$ cat src/logic/mcu_core_regs.svh
// constants for the 8-bit core datapath: widths, addresses, flag bits, opcodes
`ifndef MCU_CORE_REGS_SVH
`define MCU_CORE_REGS_SVH

// ==================================================================
// widths
`define INSN_W 12
`define DATA_W 8
`define PC_W 10
`define FADDR_W 5

// ==================================================================
// mapped register addresses
`define ADDR_INDF 5'h00
`define ADDR_PCL 5'h02
`define ADDR_STATUS 5'h03
`define ADDR_FSR 5'h04

// ==================================================================
// status bit positions and reset values
`define ST_CARRY 0
`define ST_NIBBLE 1
`define ST_ZERO 2
`define STATUS_RESET 8'h18
`define PC_RESET 10'h000
`define W_RESET 8'h00
`define FSR_RESET 8'h00

// ==================================================================
// opcode fields
`define NOP_WORD 12'h000
`define OP_BYTE 4'h0
`define OP_BYTE2 4'h1
`define OP_BYTE3 4'h2
`define OP_BYTE4 4'h3
`define OP_GOTO 3'h5
`define OP_CALL 4'h9
`define OP_RETLW 4'h8
`define OP_MOVLW 4'hc
`define OP_IORLW 4'hd
`define OP_ANDLW 4'he
`define OP_XORLW 4'hf

`endif

$ cat src/logic/mcu_core_pkg.sv
// types shared by the core datapath modules
package mcu_core_pkg;

    // ==================================================================
    // alu operations
    typedef enum logic [3:0] {
        ALU_PASS_A = 4'h0,
        ALU_PASS_B = 4'h1,
        ALU_ADD = 4'h2,
        ALU_SUB = 4'h3,
        ALU_AND = 4'h4,
        ALU_IOR = 4'h5,
        ALU_XOR = 4'h6,
        ALU_COM = 4'h7,
        ALU_INC = 4'h8,
        ALU_DEC = 4'h9,
        ALU_RLF = 4'ha,
        ALU_RRF = 4'hb,
        ALU_SWAP = 4'hc,
        ALU_CLR = 4'hd
    } alu_op_t;

    // pipeline slot state, one-hot
    typedef enum logic [1:0] {
        SLOT_RUN = 2'b01,
        SLOT_FLUSH = 2'b10
    } slot_t;

endpackage : mcu_core_pkg

$ cat src/logic/mcu_alu.sv
// 8-bit alu with result, carry and nibble carry outputs
`timescale 1ns/1ns
`include "mcu_core_regs.svh"

module mcu_alu (
    input wire mcu_core_pkg::alu_op_t op,
    input wire logic [7:0] a,
    input wire logic [7:0] b,
    input wire logic carry_in,
    output logic [7:0] result,
    output logic carry_out,
    output logic nibble_out
);
    logic [8:0] sum;
    logic [4:0] low;

    // ==================================================================
    // operation select; subtraction is a + ~b + 1, so carry is inverted borrow
    always_comb begin
        sum = 9'h000;
        low = 5'h00;
        result = a;
        carry_out = carry_in;
        nibble_out = 1'b0;
        case (op)
            mcu_core_pkg::ALU_PASS_A: result = a;
            mcu_core_pkg::ALU_PASS_B: result = b;
            mcu_core_pkg::ALU_ADD: begin
                sum = {1'b0, a} + {1'b0, b};
                low = {1'b0, a[3:0]} + {1'b0, b[3:0]};
                result = sum[7:0];
                carry_out = sum[8];
                nibble_out = low[4];
            end
            mcu_core_pkg::ALU_SUB: begin
                sum = {1'b0, a} + {1'b0, ~b} + 9'h001;
                low = {1'b0, a[3:0]} + {1'b0, ~b[3:0]} + 5'h01;
                result = sum[7:0];
                carry_out = sum[8];
                nibble_out = low[4];
            end
            mcu_core_pkg::ALU_AND: result = a & b;
            mcu_core_pkg::ALU_IOR: result = a | b;
            mcu_core_pkg::ALU_XOR: result = a ^ b;
            mcu_core_pkg::ALU_COM: result = ~a;
            mcu_core_pkg::ALU_INC: result = a + 8'h01;
            mcu_core_pkg::ALU_DEC: result = a - 8'h01;
            mcu_core_pkg::ALU_RLF: begin
                result = {a[6:0], carry_in};
                carry_out = a[7];
            end
            mcu_core_pkg::ALU_RRF: begin
                result = {carry_in, a[7:1]};
                carry_out = a[0];
            end
            mcu_core_pkg::ALU_SWAP: result = {a[3:0], a[7:4]};
            mcu_core_pkg::ALU_CLR: result = 8'h00;
            default: result = a;
        endcase
    end
endmodule : mcu_alu

$ cat src/logic/mcu_decode.sv
// instruction decoder: one 12-bit word to alu and write-back controls
`timescale 1ns/1ns
`include "mcu_core_regs.svh"

module mcu_decode (
    input wire logic [11:0] insn,
    output mcu_core_pkg::alu_op_t op,
    output logic use_lit,
    output logic to_file,
    output logic wr_en,
    output logic upd_z,
    output logic upd_c,
    output logic upd_dc,
    output logic skip_zero,
    output logic is_goto,
    output logic is_call,
    output logic is_ret,
    output logic is_bit,
    output logic bit_val,
    output logic bit_test
);
    logic [5:0] sub;

    // ==================================================================
    // decode of byte, bit and literal groups
    always_comb begin
        sub = insn[11:6];
        op = mcu_core_pkg::ALU_PASS_A;
        use_lit = 1'b0;
        to_file = insn[5];
        wr_en = 1'b0;
        upd_z = 1'b0;
        upd_c = 1'b0;
        upd_dc = 1'b0;
        skip_zero = 1'b0;
        is_goto = 1'b0;
        is_call = 1'b0;
        is_ret = 1'b0;
        is_bit = 1'b0;
        bit_val = insn[8];
        bit_test = 1'b0;
        if (insn[11:10] == 2'b00) begin
            wr_en = 1'b1;
            case (sub[3:0])
                4'h0: begin
                    op = mcu_core_pkg::ALU_PASS_B;
                    wr_en = insn[5];
                end
                4'h1: begin
                    op = mcu_core_pkg::ALU_CLR;
                    upd_z = 1'b1;
                end
                4'h2: begin
                    op = mcu_core_pkg::ALU_SUB;
                    {upd_z, upd_c, upd_dc} = 3'b111;
                end
                4'h3: op = mcu_core_pkg::ALU_DEC;
                4'h4: begin
                    op = mcu_core_pkg::ALU_IOR;
                    upd_z = 1'b1;
                end
                4'h5: begin
                    op = mcu_core_pkg::ALU_AND;
                    upd_z = 1'b1;
                end
                4'h6: begin
                    op = mcu_core_pkg::ALU_XOR;
                    upd_z = 1'b1;
                end
                4'h7: begin
                    op = mcu_core_pkg::ALU_ADD;
                    {upd_z, upd_c, upd_dc} = 3'b111;
                end
                4'h8: begin
                    op = mcu_core_pkg::ALU_PASS_A;
                    upd_z = 1'b1;
                end
                4'h9: begin
                    op = mcu_core_pkg::ALU_COM;
                    upd_z = 1'b1;
                end
                4'ha: begin
                    op = mcu_core_pkg::ALU_INC;
                    upd_z = 1'b1;
                end
                4'hb: begin
                    op = mcu_core_pkg::ALU_DEC;
                    skip_zero = 1'b1;
                end
                4'hc: begin
                    op = mcu_core_pkg::ALU_RRF;
                    upd_c = 1'b1;
                end
                4'hd: begin
                    op = mcu_core_pkg::ALU_RLF;
                    upd_c = 1'b1;
                end
                4'he: op = mcu_core_pkg::ALU_SWAP;
                4'hf: begin
                    op = mcu_core_pkg::ALU_INC;
                    skip_zero = 1'b1;
                end
                default: wr_en = 1'b0;
            endcase
            // opcode 0x000 and 0x040 forms without file bit are no-ops or clrw
            if (sub[3:0] == 4'h0 && insn[5] == 1'b0) begin
                wr_en = 1'b0;
            end
            if (sub[3:0] == 4'h3) begin
                op = mcu_core_pkg::ALU_DEC;
                upd_z = 1'b1;
            end
        end else if (insn[11:10] == 2'b01) begin
            is_bit = 1'b1;
            to_file = 1'b1;
            bit_test = insn[9];
            wr_en = ~insn[9];
        end else if (insn[11:9] == `OP_GOTO) begin
            is_goto = 1'b1;
        end else begin
            use_lit = 1'b1;
            to_file = 1'b0;
            case (insn[11:8])
                `OP_RETLW: begin
                    is_ret = 1'b1;
                    op = mcu_core_pkg::ALU_PASS_B;
                    wr_en = 1'b1;
                end
                `OP_CALL: is_call = 1'b1;
                `OP_MOVLW: begin
                    op = mcu_core_pkg::ALU_PASS_B;
                    wr_en = 1'b1;
                end
                `OP_IORLW: begin
                    op = mcu_core_pkg::ALU_IOR;
                    wr_en = 1'b1;
                    upd_z = 1'b1;
                end
                `OP_ANDLW: begin
                    op = mcu_core_pkg::ALU_AND;
                    wr_en = 1'b1;
                    upd_z = 1'b1;
                end
                `OP_XORLW: begin
                    op = mcu_core_pkg::ALU_XOR;
                    wr_en = 1'b1;
                    upd_z = 1'b1;
                end
                default: wr_en = 1'b0;
            endcase
        end
    end
endmodule : mcu_decode

$ cat src/logic/mcu_core.sv
// two-stage core datapath: fetch, decode, alu, flags, mapped registers
`timescale 1ns/1ns
`include "mcu_core_regs.svh"

module mcu_core (
    input wire logic clk,
    input wire logic rst,
    output logic [9:0] prog_addr,
    input wire logic [11:0] prog_data,
    output logic [4:0] data_addr,
    input wire logic [7:0] data_rdata,
    output logic [7:0] data_wdata,
    output logic data_we,
    output logic [7:0] w_value,
    output logic [7:0] status_value,
    output logic flushing
);
    // ==================================================================
    // state
    typedef struct packed {
        logic [9:0] pc;
        logic [11:0] ir;
        mcu_core_pkg::slot_t slot;
        logic [7:0] w;
        logic [7:0] status;
        logic [7:0] fsr;
        logic [9:0] stack0;
        logic [9:0] stack1;
    } core_state_t;

    core_state_t cur;
    core_state_t next_cur;

    mcu_core_pkg::alu_op_t op;
    logic use_lit;
    logic to_file;
    logic wr_en;
    logic upd_z;
    logic upd_c;
    logic upd_dc;
    logic skip_zero;
    logic is_goto;
    logic is_call;
    logic is_ret;
    logic is_bit;
    logic bit_val;
    logic bit_test;
    logic [4:0] eff_addr;
    logic [7:0] file_val;
    logic [7:0] alu_a;
    logic [7:0] alu_b;
    logic [7:0] alu_res;
    logic alu_c;
    logic alu_dc;
    logic [7:0] bit_mask;
    logic [7:0] wb_val;
    logic executing;
    logic branch;

    // ==================================================================
    // decoder and alu
    mcu_decode u_decode (
        .insn(cur.ir),
        .op(op),
        .use_lit(use_lit),
        .to_file(to_file),
        .wr_en(wr_en),
        .upd_z(upd_z),
        .upd_c(upd_c),
        .upd_dc(upd_dc),
        .skip_zero(skip_zero),
        .is_goto(is_goto),
        .is_call(is_call),
        .is_ret(is_ret),
        .is_bit(is_bit),
        .bit_val(bit_val),
        .bit_test(bit_test)
    );

    mcu_alu u_alu (
        .op(op),
        .a(alu_a),
        .b(alu_b),
        .carry_in(cur.status[`ST_CARRY]),
        .result(alu_res),
        .carry_out(alu_c),
        .nibble_out(alu_dc)
    );

    // ==================================================================
    // operand fetch: indirect via pointer, mapped registers read locally
    always_comb begin
        executing = (cur.slot == mcu_core_pkg::SLOT_RUN);
        eff_addr = (cur.ir[4:0] == `ADDR_INDF) ? cur.fsr[4:0] : cur.ir[4:0];
        case (eff_addr)
            `ADDR_PCL: file_val = cur.pc[7:0];
            `ADDR_STATUS: file_val = cur.status;
            `ADDR_FSR: file_val = cur.fsr;
            `ADDR_INDF: file_val = 8'h00;
            default: file_val = data_rdata;
        endcase
        // byte ops take file as a; literal forms pair w with the literal
        alu_a = use_lit ? cur.w : file_val;
        alu_b = use_lit ? cur.ir[7:0] : cur.w;
        if (op == mcu_core_pkg::ALU_SUB) begin
            alu_a = file_val;
            alu_b = cur.w;
        end
        if (op == mcu_core_pkg::ALU_PASS_B && !use_lit) begin
            alu_b = cur.w;
        end
        bit_mask = 8'h01 << cur.ir[7:5];
        wb_val = is_bit ? (bit_val ? (file_val | bit_mask) : (file_val & ~bit_mask)) : alu_res;
    end

    // ==================================================================
    // next state: execute current word while fetching the next
    always_comb begin
        next_cur = cur;
        branch = 1'b0;
        next_cur.slot = mcu_core_pkg::SLOT_RUN;
        next_cur.ir = prog_data;
        next_cur.pc = cur.pc + 10'h001;
        data_we = 1'b0;
        data_wdata = wb_val;
        if (executing) begin
            if (is_goto) begin
                next_cur.pc = {1'b0, cur.ir[8:0]}; // nine-bit jump field
                branch = 1'b1;
            end else if (is_call) begin
                next_cur.stack1 = cur.stack0;
                next_cur.stack0 = cur.pc;
                next_cur.pc = {2'b00, cur.ir[7:0]};
                branch = 1'b1;
            end else if (is_ret) begin
                next_cur.pc = cur.stack0;
                next_cur.stack0 = cur.stack1;
                next_cur.w = cur.ir[7:0];
                branch = 1'b1;
            end else if (is_bit && bit_test) begin
                if (file_val[cur.ir[7:5]] == cur.ir[8]) begin
                    branch = 1'b1; // skip by flushing the fetched word
                end
            end else begin
                if (skip_zero && alu_res == 8'h00) begin
                    branch = 1'b1;
                end
                if (upd_z) begin
                    next_cur.status[`ST_ZERO] = (alu_res == 8'h00);
                end
                if (upd_c) begin
                    next_cur.status[`ST_CARRY] = alu_c;
                end
                if (upd_dc) begin
                    next_cur.status[`ST_NIBBLE] = alu_dc;
                end
                if (wr_en && !to_file && !is_bit) begin
                    next_cur.w = wb_val;
                end
            end
            if (wr_en && (to_file || is_bit)) begin
                case (eff_addr)
                    `ADDR_PCL: begin
                        next_cur.pc = {cur.pc[9:8], wb_val};
                        branch = 1'b1;
                    end
                    `ADDR_STATUS: next_cur.status = wb_val;
                    `ADDR_FSR: next_cur.fsr = wb_val;
                    `ADDR_INDF: data_we = 1'b0;
                    default: data_we = 1'b1;
                endcase
            end
        end
        if (branch) begin
            next_cur.slot = mcu_core_pkg::SLOT_FLUSH;
            next_cur.ir = `NOP_WORD;
        end
    end

    // ==================================================================
    // registers
    always_ff @(posedge clk) begin
        if (rst) begin
            cur.pc <= `PC_RESET;
            cur.ir <= `NOP_WORD;
            cur.slot <= mcu_core_pkg::SLOT_FLUSH;
            cur.w <= `W_RESET;
            cur.status <= `STATUS_RESET;
            cur.fsr <= `FSR_RESET;
            cur.stack0 <= `PC_RESET;
            cur.stack1 <= `PC_RESET;
        end else begin
            cur <= next_cur;
        end
    end

    // fetch address runs ahead of execution; data port works in parallel
    assign prog_addr = cur.pc;
    assign data_addr = eff_addr;
    assign w_value = cur.w;
    assign status_value = cur.status;
    assign flushing = (cur.slot == mcu_core_pkg::SLOT_FLUSH);

    // ==================================================================
    // checks
    a_pc_advance: assert property (@(posedge clk) disable iff (rst)
        (executing && !branch) |=> (prog_addr == $past(prog_addr) + 10'h001))
        else $error("pc did not advance by one");
    a_branch_flush: assert property (@(posedge clk) disable iff (rst)
        (executing && branch) |=> flushing ##1 !flushing)
        else $error("branch did not cost exactly one flush cycle");
    a_fetch_load: assert property (@(posedge clk) disable iff (rst)
        (!branch) |=> (cur.ir == $past(prog_data)))
        else $error("fetched word not latched for execution");
    a_zero_flag: assert property (@(posedge clk) disable iff (rst)
        (executing && upd_z && !is_bit && !is_goto && !is_call && !is_ret)
        |=> (status_value[`ST_ZERO] == ($past(alu_res) == 8'h00)))
        else $error("zero flag wrong");
    a_sub_borrow: assert property (@(posedge clk) disable iff (rst)
        (executing && op == mcu_core_pkg::ALU_SUB && upd_c)
        |=> (status_value[`ST_CARRY] == ($past(alu_a) >= $past(alu_b))))
        else $error("carry not inverted borrow");
    a_add_carry: assert property (@(posedge clk) disable iff (rst)
        (executing && op == mcu_core_pkg::ALU_ADD && upd_c)
        |=> (status_value[`ST_CARRY] == ({1'b0, $past(alu_a)} + {1'b0, $past(alu_b)} > 9'h0ff)))
        else $error("carry out of bit 7 wrong");
    a_nibble_add: assert property (@(posedge clk) disable iff (rst)
        (executing && op == mcu_core_pkg::ALU_ADD && upd_dc)
        |=> (status_value[`ST_NIBBLE]
            == ({1'b0, $past(alu_a[3:0])} + {1'b0, $past(alu_b[3:0])} > 5'h0f)))
        else $error("nibble carry wrong");
    a_w_literal: assert property (@(posedge clk) disable iff (rst)
        (executing && cur.ir[11:8] == `OP_MOVLW) |=> (w_value == $past(cur.ir[7:0])))
        else $error("literal not loaded into working register");
    a_no_flush_wr: assert property (@(posedge clk) disable iff (rst)
        flushing |-> !data_we)
        else $error("data write during flush cycle");

    // reset, discarded slots and jump target
    a_reset_state: assert property (@(posedge clk)
        rst |=> (prog_addr == `PC_RESET && flushing && w_value == `W_RESET
            && status_value == `STATUS_RESET))
        else $error("state after reset wrong");
    a_flush_hold: assert property (@(posedge clk) disable iff (rst)
        flushing |=> (w_value == $past(w_value) && status_value == $past(status_value)))
        else $error("discarded slot changed w or status");
    a_flush_step: assert property (@(posedge clk) disable iff (rst)
        flushing |=> (prog_addr == $past(prog_addr) + 10'h001))
        else $error("fetch stalled in discarded slot");
    a_goto_target: assert property (@(posedge clk) disable iff (rst)
        (executing && is_goto) |=> (prog_addr == {1'b0, $past(cur.ir[8:0])}))
        else $error("jump target wrong");

    // data port and mapped registers
    a_data_refused: assert property (@(posedge clk) disable iff (rst)
        data_we |-> (data_addr != `ADDR_INDF && data_addr != `ADDR_PCL
            && data_addr != `ADDR_STATUS && data_addr != `ADDR_FSR))
        else $error("mapped address strobed on data port");
    a_file_write: assert property (@(posedge clk) disable iff (rst)
        (executing && wr_en && to_file && eff_addr > `ADDR_FSR)
        |-> (data_we && data_wdata == wb_val))
        else $error("file write not strobed");
    a_fsr_write: assert property (@(posedge clk) disable iff (rst)
        (executing && wr_en && to_file && eff_addr == `ADDR_FSR)
        |=> (cur.fsr == $past(wb_val)))
        else $error("pointer register not written");

    // alu results and flags
    a_sub_nibble: assert property (@(posedge clk) disable iff (rst)
        (executing && op == mcu_core_pkg::ALU_SUB && upd_dc)
        |=> (status_value[`ST_NIBBLE] == ($past(alu_a[3:0]) >= $past(alu_b[3:0]))))
        else $error("nibble carry not inverted nibble borrow");
    a_and_result: assert property (@(posedge clk) disable iff (rst)
        (executing && op == mcu_core_pkg::ALU_AND && wr_en && !to_file)
        |=> (w_value == ($past(alu_a) & $past(alu_b))))
        else $error("and result wrong");
    a_rotate_carry: assert property (@(posedge clk) disable iff (rst)
        (executing && op == mcu_core_pkg::ALU_RLF && upd_c)
        |=> (status_value[`ST_CARRY] == $past(alu_a[7])))
        else $error("rotate carry wrong");
    a_flags_kept: assert property (@(posedge clk) disable iff (rst)
        (executing && !upd_z && !upd_c && !upd_dc
            && !(wr_en && to_file && eff_addr == `ADDR_STATUS))
        |=> (status_value == $past(status_value)))
        else $error("status changed without a flag update");
    a_w_writeback: assert property (@(posedge clk) disable iff (rst)
        (executing && !is_ret && wr_en && !to_file)
        |=> (w_value == $past(alu_res)))
        else $error("result not written to w");
endmodule : mcu_core

$ cat config.mk
export PLATFORM = sky130hd
export DESIGN_NAME = mcu_core
export DESIGN_NICKNAME = d
export VERILOG_FILES = /design/src/logic/mcu_core_pkg.sv /design/src/logic/mcu_alu.sv /design/src/logic/mcu_decode.sv /design/src/logic/mcu_core.sv
export VERILOG_INCLUDE_DIRS = /design/src /design/src/logic
export SDC_FILE = /design/constraint.sdc
export NUM_CORES = 1
export LEC_CHECK = 0
export BUFFER_PORTS_ARGS = -buffer_cell sky130_fd_sc_hd__buf_4
export CAP_MARGIN = 20
export CELL_PAD_IN_SITES_DETAIL_PLACEMENT = 1
export CELL_PAD_IN_SITES_GLOBAL_PLACEMENT = 2
export CORE_ASPECT_RATIO = 0.6
export CORE_MARGIN = 2
export CORE_UTILIZATION = 38
export CTS_CLUSTER_DIAMETER = 100
export CTS_CLUSTER_SIZE = 25
export DETAILED_ROUTE_END_ITERATION = 8
export MAX_ROUTING_LAYER = met4
export PLACE_DENSITY_LB_ADDON = 0.08
export SYNTH_ARGS = -nofsm -noshare
export SYNTH_HDL_FRONTEND = slang
export SYNTH_SLANG_ARGS = --single-unit
$ cat constraint.sdc
create_clock -name clk -period 13.8 [get_ports clk]
set_input_delay 0.69 -clock clk [delete_from_list [all_inputs] [get_ports clk]]
set_output_delay 0.69 -clock clk [all_outputs]
set_load 0.03 [all_outputs]
---- Yosys cells after proc, flatten, opt, wreduce, memory -nomap -nowiden ----
Cells that the tools add are included.
storage, ports and cells
  register bits after elaboration ......... 68
  bits in latches ......................... 0
  memory bits (writable) .................. 0
  bits in read-only memories .............. 0
  bits of input ports ..................... 22
  output and inout port bits .............. 41
  logic and storage cells ................. 204
  memories ................................ 0
operators by class
  add/subtract/negate cells ............... 9
  multiply operators ...................... 0
  divide/modulo/power cells ............... 0
  magnitude comparators ................... 1
  equality and inequality tests ........... 44
  shifts and indexed selects .............. 1
  mux-type cells .......................... 93
  bitwise gates (word level) .............. 13
  reductions and logical operators ........ 33
operators by type and width
  cell                     count
  $pmux W8 S13             1
  $mux W8                  11
  $eq A4 B4 Y1 const B     20
  $mux W10                 8
  $pmux W4 S14             1
  $mux W1                  55
  $eq A4 B3 Y1 const B     8
  $pmux W8 S4              1
  $not A8 Y8               3
  $add A8 B8 Y9            2
  $and A8 B8 Y8            2
  $eq A4 B2 Y1 const B     4
  $mux W4                  4
  $or A8 B8 Y8             2
  $mux W3                  5
  $pmux W3 S4              1
  $reduce_and A3 Y1        4
  $mux W11                 1
  $add A10 B1 Y10 const B  1
  $add A4 B4 Y5            2
  $eq A5 B2 Y1 const B     2
  $logic_not A5 Y1         2
  $reduce_or A2 Y1         5
  $add A9 B1 Y9 const B    1
  other kinds (33)         48

---- Depth between registers and ports, before layout ----
Gate-level depths: netlist (run 1).
  depth in word-level cells ............... 24
  depth in mapped cells ................... 22
  mapped depth without buffers ............ 19

---- Hierarchy ----
From an unflattened synthesis (run 1), not the netlist that was laid out.
second synthesis, totals
  cells, all modules ...................... 938
  area, all modules ....................... 6954.2 sq um
modules (own cells, without submodules)
  module      times used  cells an instance  area each (sq um)  seq. area each (sq um)
  mcu_core    1           550                4365.4             1361.3
  mcu_alu     1           331                2237.1             0.0
  mcu_decode  1           57                 351.6              0.0

---- Worst setup path before layout (run 1) ----
OpenSTA, ideal clock, no wires.
  path kind ............................... register to output
  from .................................... register cur[48] in the netlist's numbering
  to ...................................... output data_wdata[7]
  data arrival time ....................... 4.589 ns
  slack ................................... 8.521 ns
  cell stages (with the launch flop) ...... 21
  path buffers ............................ 2
  cell sequence ........................... dfxtp_1 -> buf_2 -> nor2b_1 -> a21oi_1 -> inv_2 -> and3_1 -> a221oi_1 -> nand2_1 -> o21ai_0 -> inv_1 -> ha_1 -> clkbuf_1 -> nor4_1 -> a211oi_1 -> o31ai_1 -> a221o_1 -> or4_1 -> o21ai_1 -> a21oi_2 -> o21ai_1 -> inv_1
between the ends
  word-level cells in the longest chain between the ends .. 10
  elaborated cells between the ends (all ways) .. 27
  classes of those cells .................. add/sub (5); eq/ne (3); mux (10); bitwise (7); reduce/logical (2)
ends and longest elaborated chain
  what                                  line             source
  start, declared                       mcu_core.sv:31   core_state_t cur;
  start signal, assigned                mcu_core.sv:193  cur <= next_cur;
  $logic_not A5 Y1 (no line) *          -
  $mux W5 *                             mcu_core.sv:94   eff_addr = (cur.ir[4:0] == `ADDR_INDF) ? cur.fsr[4:0] : cur.ir[4:0];
  named net data_addr[0]                mcu_core.sv:10   output logic [4:0] data_addr,
  $eq A5 B3 Y1 (tied with other cells)  mcu_core.sv:95   case (eff_addr)
  $pmux W8 S4 *                         mcu_core.sv:95
  $mux W8                               mcu_core.sv:103  alu_a = use_lit ? cur.w : file_val;
  $mux W8                               mcu_core.sv:105  if (op == mcu_core_pkg::ALU_SUB) begin
  $add A8 B8 Y9                         mcu_alu.sv:36    sum = {1'b0, a} + {1'b0, ~b} + 9'h001;
  $add A9 B1 Y9                         mcu_alu.sv:36
  $pmux W8 S13                          mcu_alu.sv:25    case (op)
  $mux W8 *                             mcu_core.sv:113  wb_val = is_bit ? (bit_val ? (file_val | bit_mask) : (file_val & ~bit_mask)) : alu_res;
  end, declared                         mcu_core.sv:12   output logic [7:0] data_wdata,
The timed path passes the listed nets; every way through them passes the cells marked *.

---- Final worst setup path (run 1) ----
  from .................................... register cur[48] in the netlist's numbering
  to ...................................... output data_wdata[7]
between the ends
  word-level cells in the longest chain between the ends .. 10
  elaborated cells between the ends (all ways) .. 27
  classes of those cells .................. add/sub (5); eq/ne (3); mux (10); bitwise (7); reduce/logical (2)
ends and longest elaborated chain
  what                                  line
  $logic_not A5 Y1 (no line)            -
  $mux W5                               mcu_core.sv:94
  $eq A5 B3 Y1 (tied with other cells)  mcu_core.sv:95
  $pmux W8 S4                           mcu_core.sv:95
  $mux W8                               mcu_core.sv:103
  $mux W8                               mcu_core.sv:105
  $add A8 B8 Y9                         mcu_alu.sv:36
  $add A9 B1 Y9                         mcu_alu.sv:36
  $pmux W8 S13                          mcu_alu.sv:25
  $mux W8 *                             mcu_core.sv:113
Mark *: on every way between the ends. The rest lies on a longest branch, timed or not.

==> impl_metrics.py, run 1 <==
metrics = {
    "clock_tree": {
        "postCtsSetupBuffers": 0,
        "clk_latency_ns": 0.35,
        "cts_hold_buf": 0,
        "cts-root-buf": "clkbuf_16",
        "cts_sinks": 68,
        "clk_pin_slew_ns": 0.06,
        "numCtsBuffers": 9,
        "cts_resized": 0,
        "clockBufferDepth": 2,
        "cts_tree": "built",
        "htree_levels": 3,
    },
    "final_layout": {
        "final_common_cell": "nor2_1",
        "drive_above_1_share_pct": 17.1,
        "multi_input_area_um2": 4520,
        "fillers": 2058,
        "layout_common_cells": "84 x nor2_1, 82 x buf_4, 75 x nand2_1",
        "seqCellArea_um2": 1360,
        "final_cells": 1112,
        "area_growth_syn_to_layout_pct": 12.5,
        "final_nets": 935,
    },
    "worst_setup_path": {
        "critPathTopFamily": "compound AO/OA/AOI/OAI gates",
        "worstSetupPathDepth": 19,
        "critPathKind": "register to output port",
        "critPathCaptureType": "output port",
        "worst-r2r-setup-slack_ns": 6.84,
        "critPathMaxStageDelay_ns": 0.69,
        "cp.arrival_ns": 6.76,
        "startpoint_type": "register",
        "critical_path.cell_chain": "nor2b_1, a21oi_1, inv_2, and3_1, a221oi_1, nand2_1, o21ai_0, inv_1, ha_1, nor4_1, a211oi_1, o31ai_1, a221o_1, or4_1, o21ai_1, a21oi_2, o21ai_1, inv_1, buf_4",
        "ff2ff_path_depth": 18,
        "worst-path-max-fanout": 13,
        "cp.required_ns": 13.11,
        "cpMaxStageDelayCell": "dfxtp_1",
        "cp_num_buf_inv": 4,
    },
    "global_route": {
        "grt_use_total_pct": 34.8,
        "antenna_found_initial": 2,
        "grt_pass1_vias": 6998,
        "grt_pass1_wl_mm": 46.0,
        "overflow": 0,
        "grt_start_max_net_pins": 60,
    },
    "floorplanning": {
        "io_pins": 63,
        "fp.dieArea_um2": 18200,
        "row_count": 36,
        "start_util_pct": 39.4,
        "coreArea_um2": 16500,
        "die_h_um": 105,
        "dieWidth_um": 173,
    },
    "detailed_routing": {
        "vias_per_cell": 6.53,
        "route.vias.total": 7266,
        "wl_per_cell_um": 27.9,
        "drt_wl_total_mm": 31.0,
        "post-route-drc-count": 0,
        "drt_pass1_iterations": 5,
        "drtIter0Drc": 931,
        "ant_nets": 0,
    },
    "synthesis": {
        "synth.distinct_cells": 89,
        "synth-seq-cells": 68,
        "syn_nets": 916,
        "synth_flop_cell": "dfxtp_1",
        "synth_edf_count": 0,
        "synth.avg_cell_area_um2": 7.56,
        "ys_warn_count": 0,
        "async_reset_ff_share_pct": 0,
        "yosysSeqAreaShare_pct": 21.0,
        "synth_area_um2": 6490,
        "syn_inst": 859,
    },
    "timing": {
        "hold_ws_ns": 0.462,
        "worstMarginPinSlew_ns": 1.12,
        "finClkSkew_ns": 0.00423,
        "rsz0062_at_grt": "false",
        "fin_crit_sh_pct": 54.0,
        "setup_tns_ns": 0,
        "finalSetupViolCount": 0,
        "slew_viol_final": 0,
        "fmax_mhz": 134,
        "layout_min_cycle_time_ns": 7.45,
        "hold_viol_final": 0,
        "slew-limit-headroom_pct": 24.8,
    },
    "power_and_ir_drop": {
        "powerDensity_nw_per_um2": 105,
        "vdd_drop_max_uv": 60.5,
        "power_leakage_nw": 2.86,
    },
    "flow_run": {
        "drv_cap": 0,
    },
    "placed_design": {
        "hpwl_mm": 24.3,
        "gp_congestion": 0.995,
        "numPlacedInstances": 1094,
        "port_buffers": 62,
    },
    "worst_hold_path": {
        "hold_class": "register to register",
        "hold_path_depth": 2,
    },
    "run_status": {
        "run_status": "complete, no violations",
    },
}
==> metal layers <==
metal	up-vias	wire (µm)	global-route usage [%]
met1	3619	15200	51.1
met5	-	0	-
li1	3192	-	-
met2	420	11400	42.5
met3	35	4090	15.2
met4	0	363	6.60
==> worst reg2reg max path, delay by kind of cell (launching register included) <==
family | cells | cell delay, ns
AO/OA/AOI/OAI | 9 | 4.08
adder cells (fa/ha/maj) | 1 | 0.56
buffers and inverters | 2 | 0.33
flip-flops | 1 | 0.69
AND/OR/NAND/NOR | 6 | 1.14
==> final timing paths <==
path                                     startpoint                  end
worst min register to register  cur[0]$_SDFFE_PP0P_  cur[0]$_SDFFE_PP0P_
worst max-delay path             cur[48]$_SDFF_PP0_        data_wdata[7]
worst max register to register   cur[48]$_SDFF_PP0_   cur[48]$_SDFF_PP0_
worst min-delay path            cur[0]$_SDFFE_PP0P_  cur[0]$_SDFFE_PP0P_
==> report_power, final <==
group | internal (mW) | switching, mW
Sequential | 0.203 | 0.0193
Combinational | 0.0967 | 0.200
Clock | 0.150 | 0.0961
==> kinds of logic (layout without fill, tap and decap cells) <==
| family | count (synthesis) | count (layout) | share of synthesized area [%] |
|---|---|---|---|
| AND/OR/NAND/NOR | 304 | 304 | 23.4 |
| flip-flops | 68 | 68 | 21.0 |
| other | 0 | 1 | 0 |
| buffers and inverters | 129 | 153 | 9.50 |
| multiplexers | 47 | 47 | 7.75 |
| AO/OA/AOI/OAI | 263 | 263 | 29.5 |
| adder cells (fa/ha/maj) | 36 | 36 | 7.25 |
| XOR/XNOR | 12 | 12 | 1.62 |
==> layout make-up <==
class / count / share of cell area, %
antenna: 1 / 0.0343
clock buffer: 11 / 3.46
timing repair buffer: 85 / 8.62
sequential: 68 / 18.6
tap: 228 / 3.91
multi-input combinational: 662 / 61.9
inverter: 52 / 2.67
clock inverter: 5 / 0.805
==> state kept, by name, summed over array words and instances (netlist names) <==
register      count
prog_addr        10
w_value           8
cur              42
status_value      8
==> synth_stat cells (all sizes together), types with 6 or more instances <==
cell	count	share of area, %
nor2	87	5.1
nand2	75	4.3
dfxtp	68	21
a21oi	55	4.3
inv	52	3.0
o21ai	47	3.9
buf	43	4.5
mux2i	42	6.5
nor3	35	3.5
clkbuf	34	2.0
ha	32	6.2
nand3	28	2.2
o22ai	20	1.9
a211oi	17	2.0
o211ai	13	1.6
nor2b	12	1.2
nand2b	11	1.1
nand4	11	1.1
a221oi	10	1.3
nor4	9	0.87
o31ai	9	1.1
or3	9	1.0
and3	8	0.77
o221ai	8	1.2
xor2	8	1.1
a211o	7	0.94
a21o	7	0.81
o32ai	6	0.81
==> per-stage QoR <==
step / area [µm²] / setup slack [ns] / utilization (%) / total power, mW
3_5_place_dp: 6980 / 6.95 / 42.4 / 0.509
2_1_floorplan: 6490 / 8.52 / - / 0.399
4_1_cts: 7300 / 6.56 / 44.3 / 0.755
5_1_grt: 7300 / 6.04 / 44.3 / 0.794
3_3_place_gp: 6980 / 7.05 / 42.3 / 0.506
6_report: 7300 / 6.35 / 44.3 / 0.765
Power figures use the tool's default switching activity.
==> run 2: changes to the inputs <==
--- a/config.mk
+++ b/config.mk
@@ -6,13 +6,14 @@
 export SDC_FILE = /design/constraint.sdc
 export NUM_CORES = 1
 export LEC_CHECK = 0
+export ABC_AREA = 1
 export BUFFER_PORTS_ARGS = -buffer_cell sky130_fd_sc_hd__buf_4
 export CAP_MARGIN = 20
 export CELL_PAD_IN_SITES_DETAIL_PLACEMENT = 1
 export CELL_PAD_IN_SITES_GLOBAL_PLACEMENT = 2
 export CORE_ASPECT_RATIO = 0.6
 export CORE_MARGIN = 2
-export CORE_UTILIZATION = 38
+export CORE_UTILIZATION = 29
 export CTS_CLUSTER_DIAMETER = 100
 export CTS_CLUSTER_SIZE = 25
 export DETAILED_ROUTE_END_ITERATION = 8
==> constraint.sdc (replaced) <==
create_clock -name clk -period 6.85 [get_ports clk]
set_input_delay 0.3425 -clock clk [delete_from_list [all_inputs] [get_ports clk]]
set_output_delay 0.3425 -clock clk [all_outputs]
set_load 0.03 [all_outputs]
==> run 2 against run 1 <==
Net effect: sequential share of layout area grew 0.40 points; critical path depth grew 6; largest power group unchanged; worst setup slack lost 4.9 ns; utilization shrank 10 points; synthesized cell count grew 21%; power grew 100%; first-iteration DRC count shrank 30%; clock-buffer cell count shrank 1; sequential cell count is the same; synthesized area shrank 3.3%; sequential power grew 96%.
==> impl_metrics.py, run 2 <==
metrics = {
    "final_layout": {
        "final_nets": 1125,
        "area_growth_syn_to_layout_pct": 13.9,
        "multi_input_area_um2": 4060,
        "fillers": 2816,
        "final_common_cell": "nand2_1",
        "final_cells": 1352,
        "diodes": 0,
        "layout_common_cells": "288 x nand2_1, 133 x inv_1, 94 x nor2_1",
        "largest_reg_flops": 42,
        "seqCellArea_um2": 1360,
        "drive_above_1_share_pct": 14.9,
        "top_register": "cur",
    },
    "global_route": {
        "grt_pass1_wl_mm": 41.9,
        "grt_pass1_vias": 6539,
        "top_usage_layer": "met1",
        "grt_use_total_pct": 24.8,
        "globalRouteMet3Util_pct": 5.01,
        "gr-usage-met2_pct": 29.1,
        "met1_usage_pct": 42.0,
        "overflow": 0,
        "antenna_found_initial": 0,
        "grt_start_max_net_pins": 43,
    },
    "detailed_routing": {
        "drtIter0Drc": 655,
        "post-route-drc-count": 0,
        "wl_per_cell_um": 20.3,
        "ant_nets": 0,
        "vias_per_cell": 5.16,
        "drt_pass1_iterations": 5,
        "drt_wl_total_mm": 27.4,
        "route.vias.total": 6979,
    },
    "timing": {
        "worstMarginPinSlew_ns": 0.886,
        "finalSetupViolCount": 0,
        "finClkSkew_ns": 0.0134,
        "layout_min_cycle_time_ns": 5.45,
        "setup_tns_ns": 0,
        "hold_viol_final": 0,
        "setup_ws_ns": 1.40,
        "fin_crit_sh_pct": 79.5,
        "slew-limit-headroom_pct": 40.7,
        "rsz0062_at_grt": "false",
        "slew_viol_final": 0,
        "fmax_mhz": 184,
    },
    "floorplanning": {
        "fp.dieArea_um2": 22900,
        "die_h_um": 118,
        "coreArea_um2": 21100,
        "row_count": 41,
        "start_util_pct": 29.7,
        "io_pins": 63,
        "dieWidth_um": 194,
    },
    "synthesis": {
        "synth_most_common_cell": "nand2_1",
        "async_reset_ff_share_pct": 0,
        "synth_area_leaders": "dfxtp_1 22%, nand2_1 17%, inv_1 8.0%, ha_1 6.4%, nor2_1 5.6%",
        "syn_inst": 1037,
        "synth_flop_cell": "dfxtp_1",
        "synth_area_um2": 6280,
        "yosys-top-cells-count": "288 x nand2_1, 133 x inv_1, 94 x nor2_1",
        "synth_edf_count": 0,
        "synth_top_cell_by_area": "dfxtp_1",
        "synth-seq-cells": 68,
        "ys_warn_count": 0,
        "synth_top_area_share_pct": 21.7,
        "synth.avg_cell_area_um2": 6.05,
        "syn_nets": 1094,
        "yosysSeqAreaShare_pct": 21.7,
        "synth.distinct_cells": 49,
    },
    "run_status": {
        "run_status": "complete, no violations",
    },
    "worst_setup_path": {
        "r2r-end": "cur[47]$_SDFF_PP0_",
        "cp.required_ns": 6.51,
        "worst-r2r-setup-slack_ns": 1.65,
        "critPathCaptureType": "output port",
        "crit_end": "data_wdata[6]",
        "ff2ff_path_depth": 30,
        "rr_startpoint": "cur[52]$_SDFF_PP0_",
        "critPathKind": "register to output port",
        "worst-path-max-fanout": 8,
        "startpoint_type": "register",
        "cp.arrival_ns": 5.11,
        "critPathLaunch": "cur[52]$_SDFF_PP0_",
    },
    "placed_design": {
        "hpwl_mm": 22.0,
        "port_buffers": 62,
        "gp_congestion": 0.906,
        "numPlacedInstances": 1335,
        "pre_cts_slack_ns": 1.79,
    },
    "clock_tree": {
        "clk_pin_slew_ns": 0.06,
        "cts_hold_buf": 0,
        "numCtsBuffers": 9,
        "cts_tree": "built",
        "cts-root-buf": "clkbuf_16",
        "cts_sinks": 68,
        "postCtsSetupBuffers": 0,
        "clockBufferDepth": 2,
        "cts_resized": 0,
        "htree_levels": 3,
        "clk_latency_ns": 0.35,
    },
    "flow_run": {
        "drv_cap": 0,
    },
    "power_and_ir_drop": {
        "powerDensity_nw_per_um2": 216,
        "vdd_drop_max_uv": 120,
        "power_leakage_nw": 3.36,
    },
    "worst_hold_path": {
        "hold_class": "primary input to register",
    },
}
run 2: cell count changes in the layout (fill, tap and decap cells not counted), sizes merged, moves of 24 or more:
cell / delta
nand3: +35
inv: +87
nor3: -31
o21ai: +24
mux2i: -42
nand2: +231
nor2: +31
run 2: final cells by class:
| type | count | share of cell area [%] |
|---|---|---|
| repair buffers | 72 | 7.61 |
| flip-flops and latches | 68 | 19.0 |
| clock inverters | 6 | 0.910 |
| multi-input cells | 773 | 56.8 |
| inverters | 144 | 7.56 |
| well taps | 279 | 4.88 |
| clock buffers | 10 | 3.20 |
run 2: how the worst min path moves through the flow:
stage	startpoint	end	slack, ns	cells after the start
4_1_cts	prog_data[7]	cur[53]$_SDFF_PP0_	0.22	3
3_5_place_dp	cur[9]$_SDFFE_PP0P_	cur[9]$_SDFFE_PP0P_	0.46	2
5_1_grt	prog_data[7]	cur[53]$_SDFF_PP0_	0.22	3
3_3_place_gp	cur[6]$_SDFFE_PP0P_	cur[6]$_SDFFE_PP0P_	0.45	2
6_report	prog_data[7]	cur[53]$_SDFF_PP0_	0.23	3
2_1_floorplan	cur[0]$_SDFFE_PP0P_	cur[0]$_SDFFE_PP0P_	0.44	2
run 2: critical path, stage by stage (launching register included):
cell and delay, ns:
dfxtp_1 0.56, inv_1 0.20, o21ai_1 0.24, o22ai_1 0.12, a21oi_1 0.21, nand2_1 0.11
nor2_1 0.68, inv_1 0.21, fa_1 0.46, inv_1 0.09, nand3_1 0.07, nand2_1 0.10
nand2_1 0.06, nand2_1 0.06, a21oi_1 0.06, inv_1 0.06, a21oi_1 0.06, o21ai_0 0.23
nand3_1 0.16, nor2_1 0.11, nand2_1 0.07, nor2_2 0.11, nor2_2 0.05, nand2_1 0.05
nand2_1 0.28, buf_4 0.30
run 2: report_power, final:
part	internal, mW	leakage, nW	switching, mW
Clock	0.282	0.142	0.192
Sequential	0.409	0.553	0.0257
Combinational	0.184	2.66	0.450
Total	0.875	3.36	0.667
run 2: cell families (layout without fill, tap and decap cells):
logic type / after synthesis / in the layout / share of synthesized area (%)
AOI/OAI and AO/OA: 199 / 199 / 18.6
xor gates and xnor gates: 10 / 10 / 1.40
adders and majority gates: 35 / 35 / 7.34
buffers and inverters: 196 / 232 / 13.7
DFF: 68 / 68 / 21.7
and+or+nand+nor: 529 / 529 / 37.3
run 2: per-layer routing:
layer / routed length [µm] / up-vias
met2: 9550 / 192
met5: 0 / -
met4: 68 / 0
met3: 1740 / 7
li1: - / 3408
met1: 16100 / 3372
run 2: metrics by stage:
| stage | area [µm²] | util [%] | hold slack (ns) | power (mW) |
|---|---|---|---|---|
| 6_report | 7150 | 33.8 | 0.227 | 1.54 |
| 2_1_floorplan | 6280 | - | 0.441 | 0.841 |
| 3_5_place_dp | 6840 | 32.4 | 0.457 | 1.06 |
| 5_1_grt | 7150 | 33.8 | 0.222 | 1.64 |
| 3_3_place_gp | 6840 | 32.4 | 0.453 | 1.07 |
| 4_1_cts | 7140 | 33.8 | 0.225 | 1.54 |
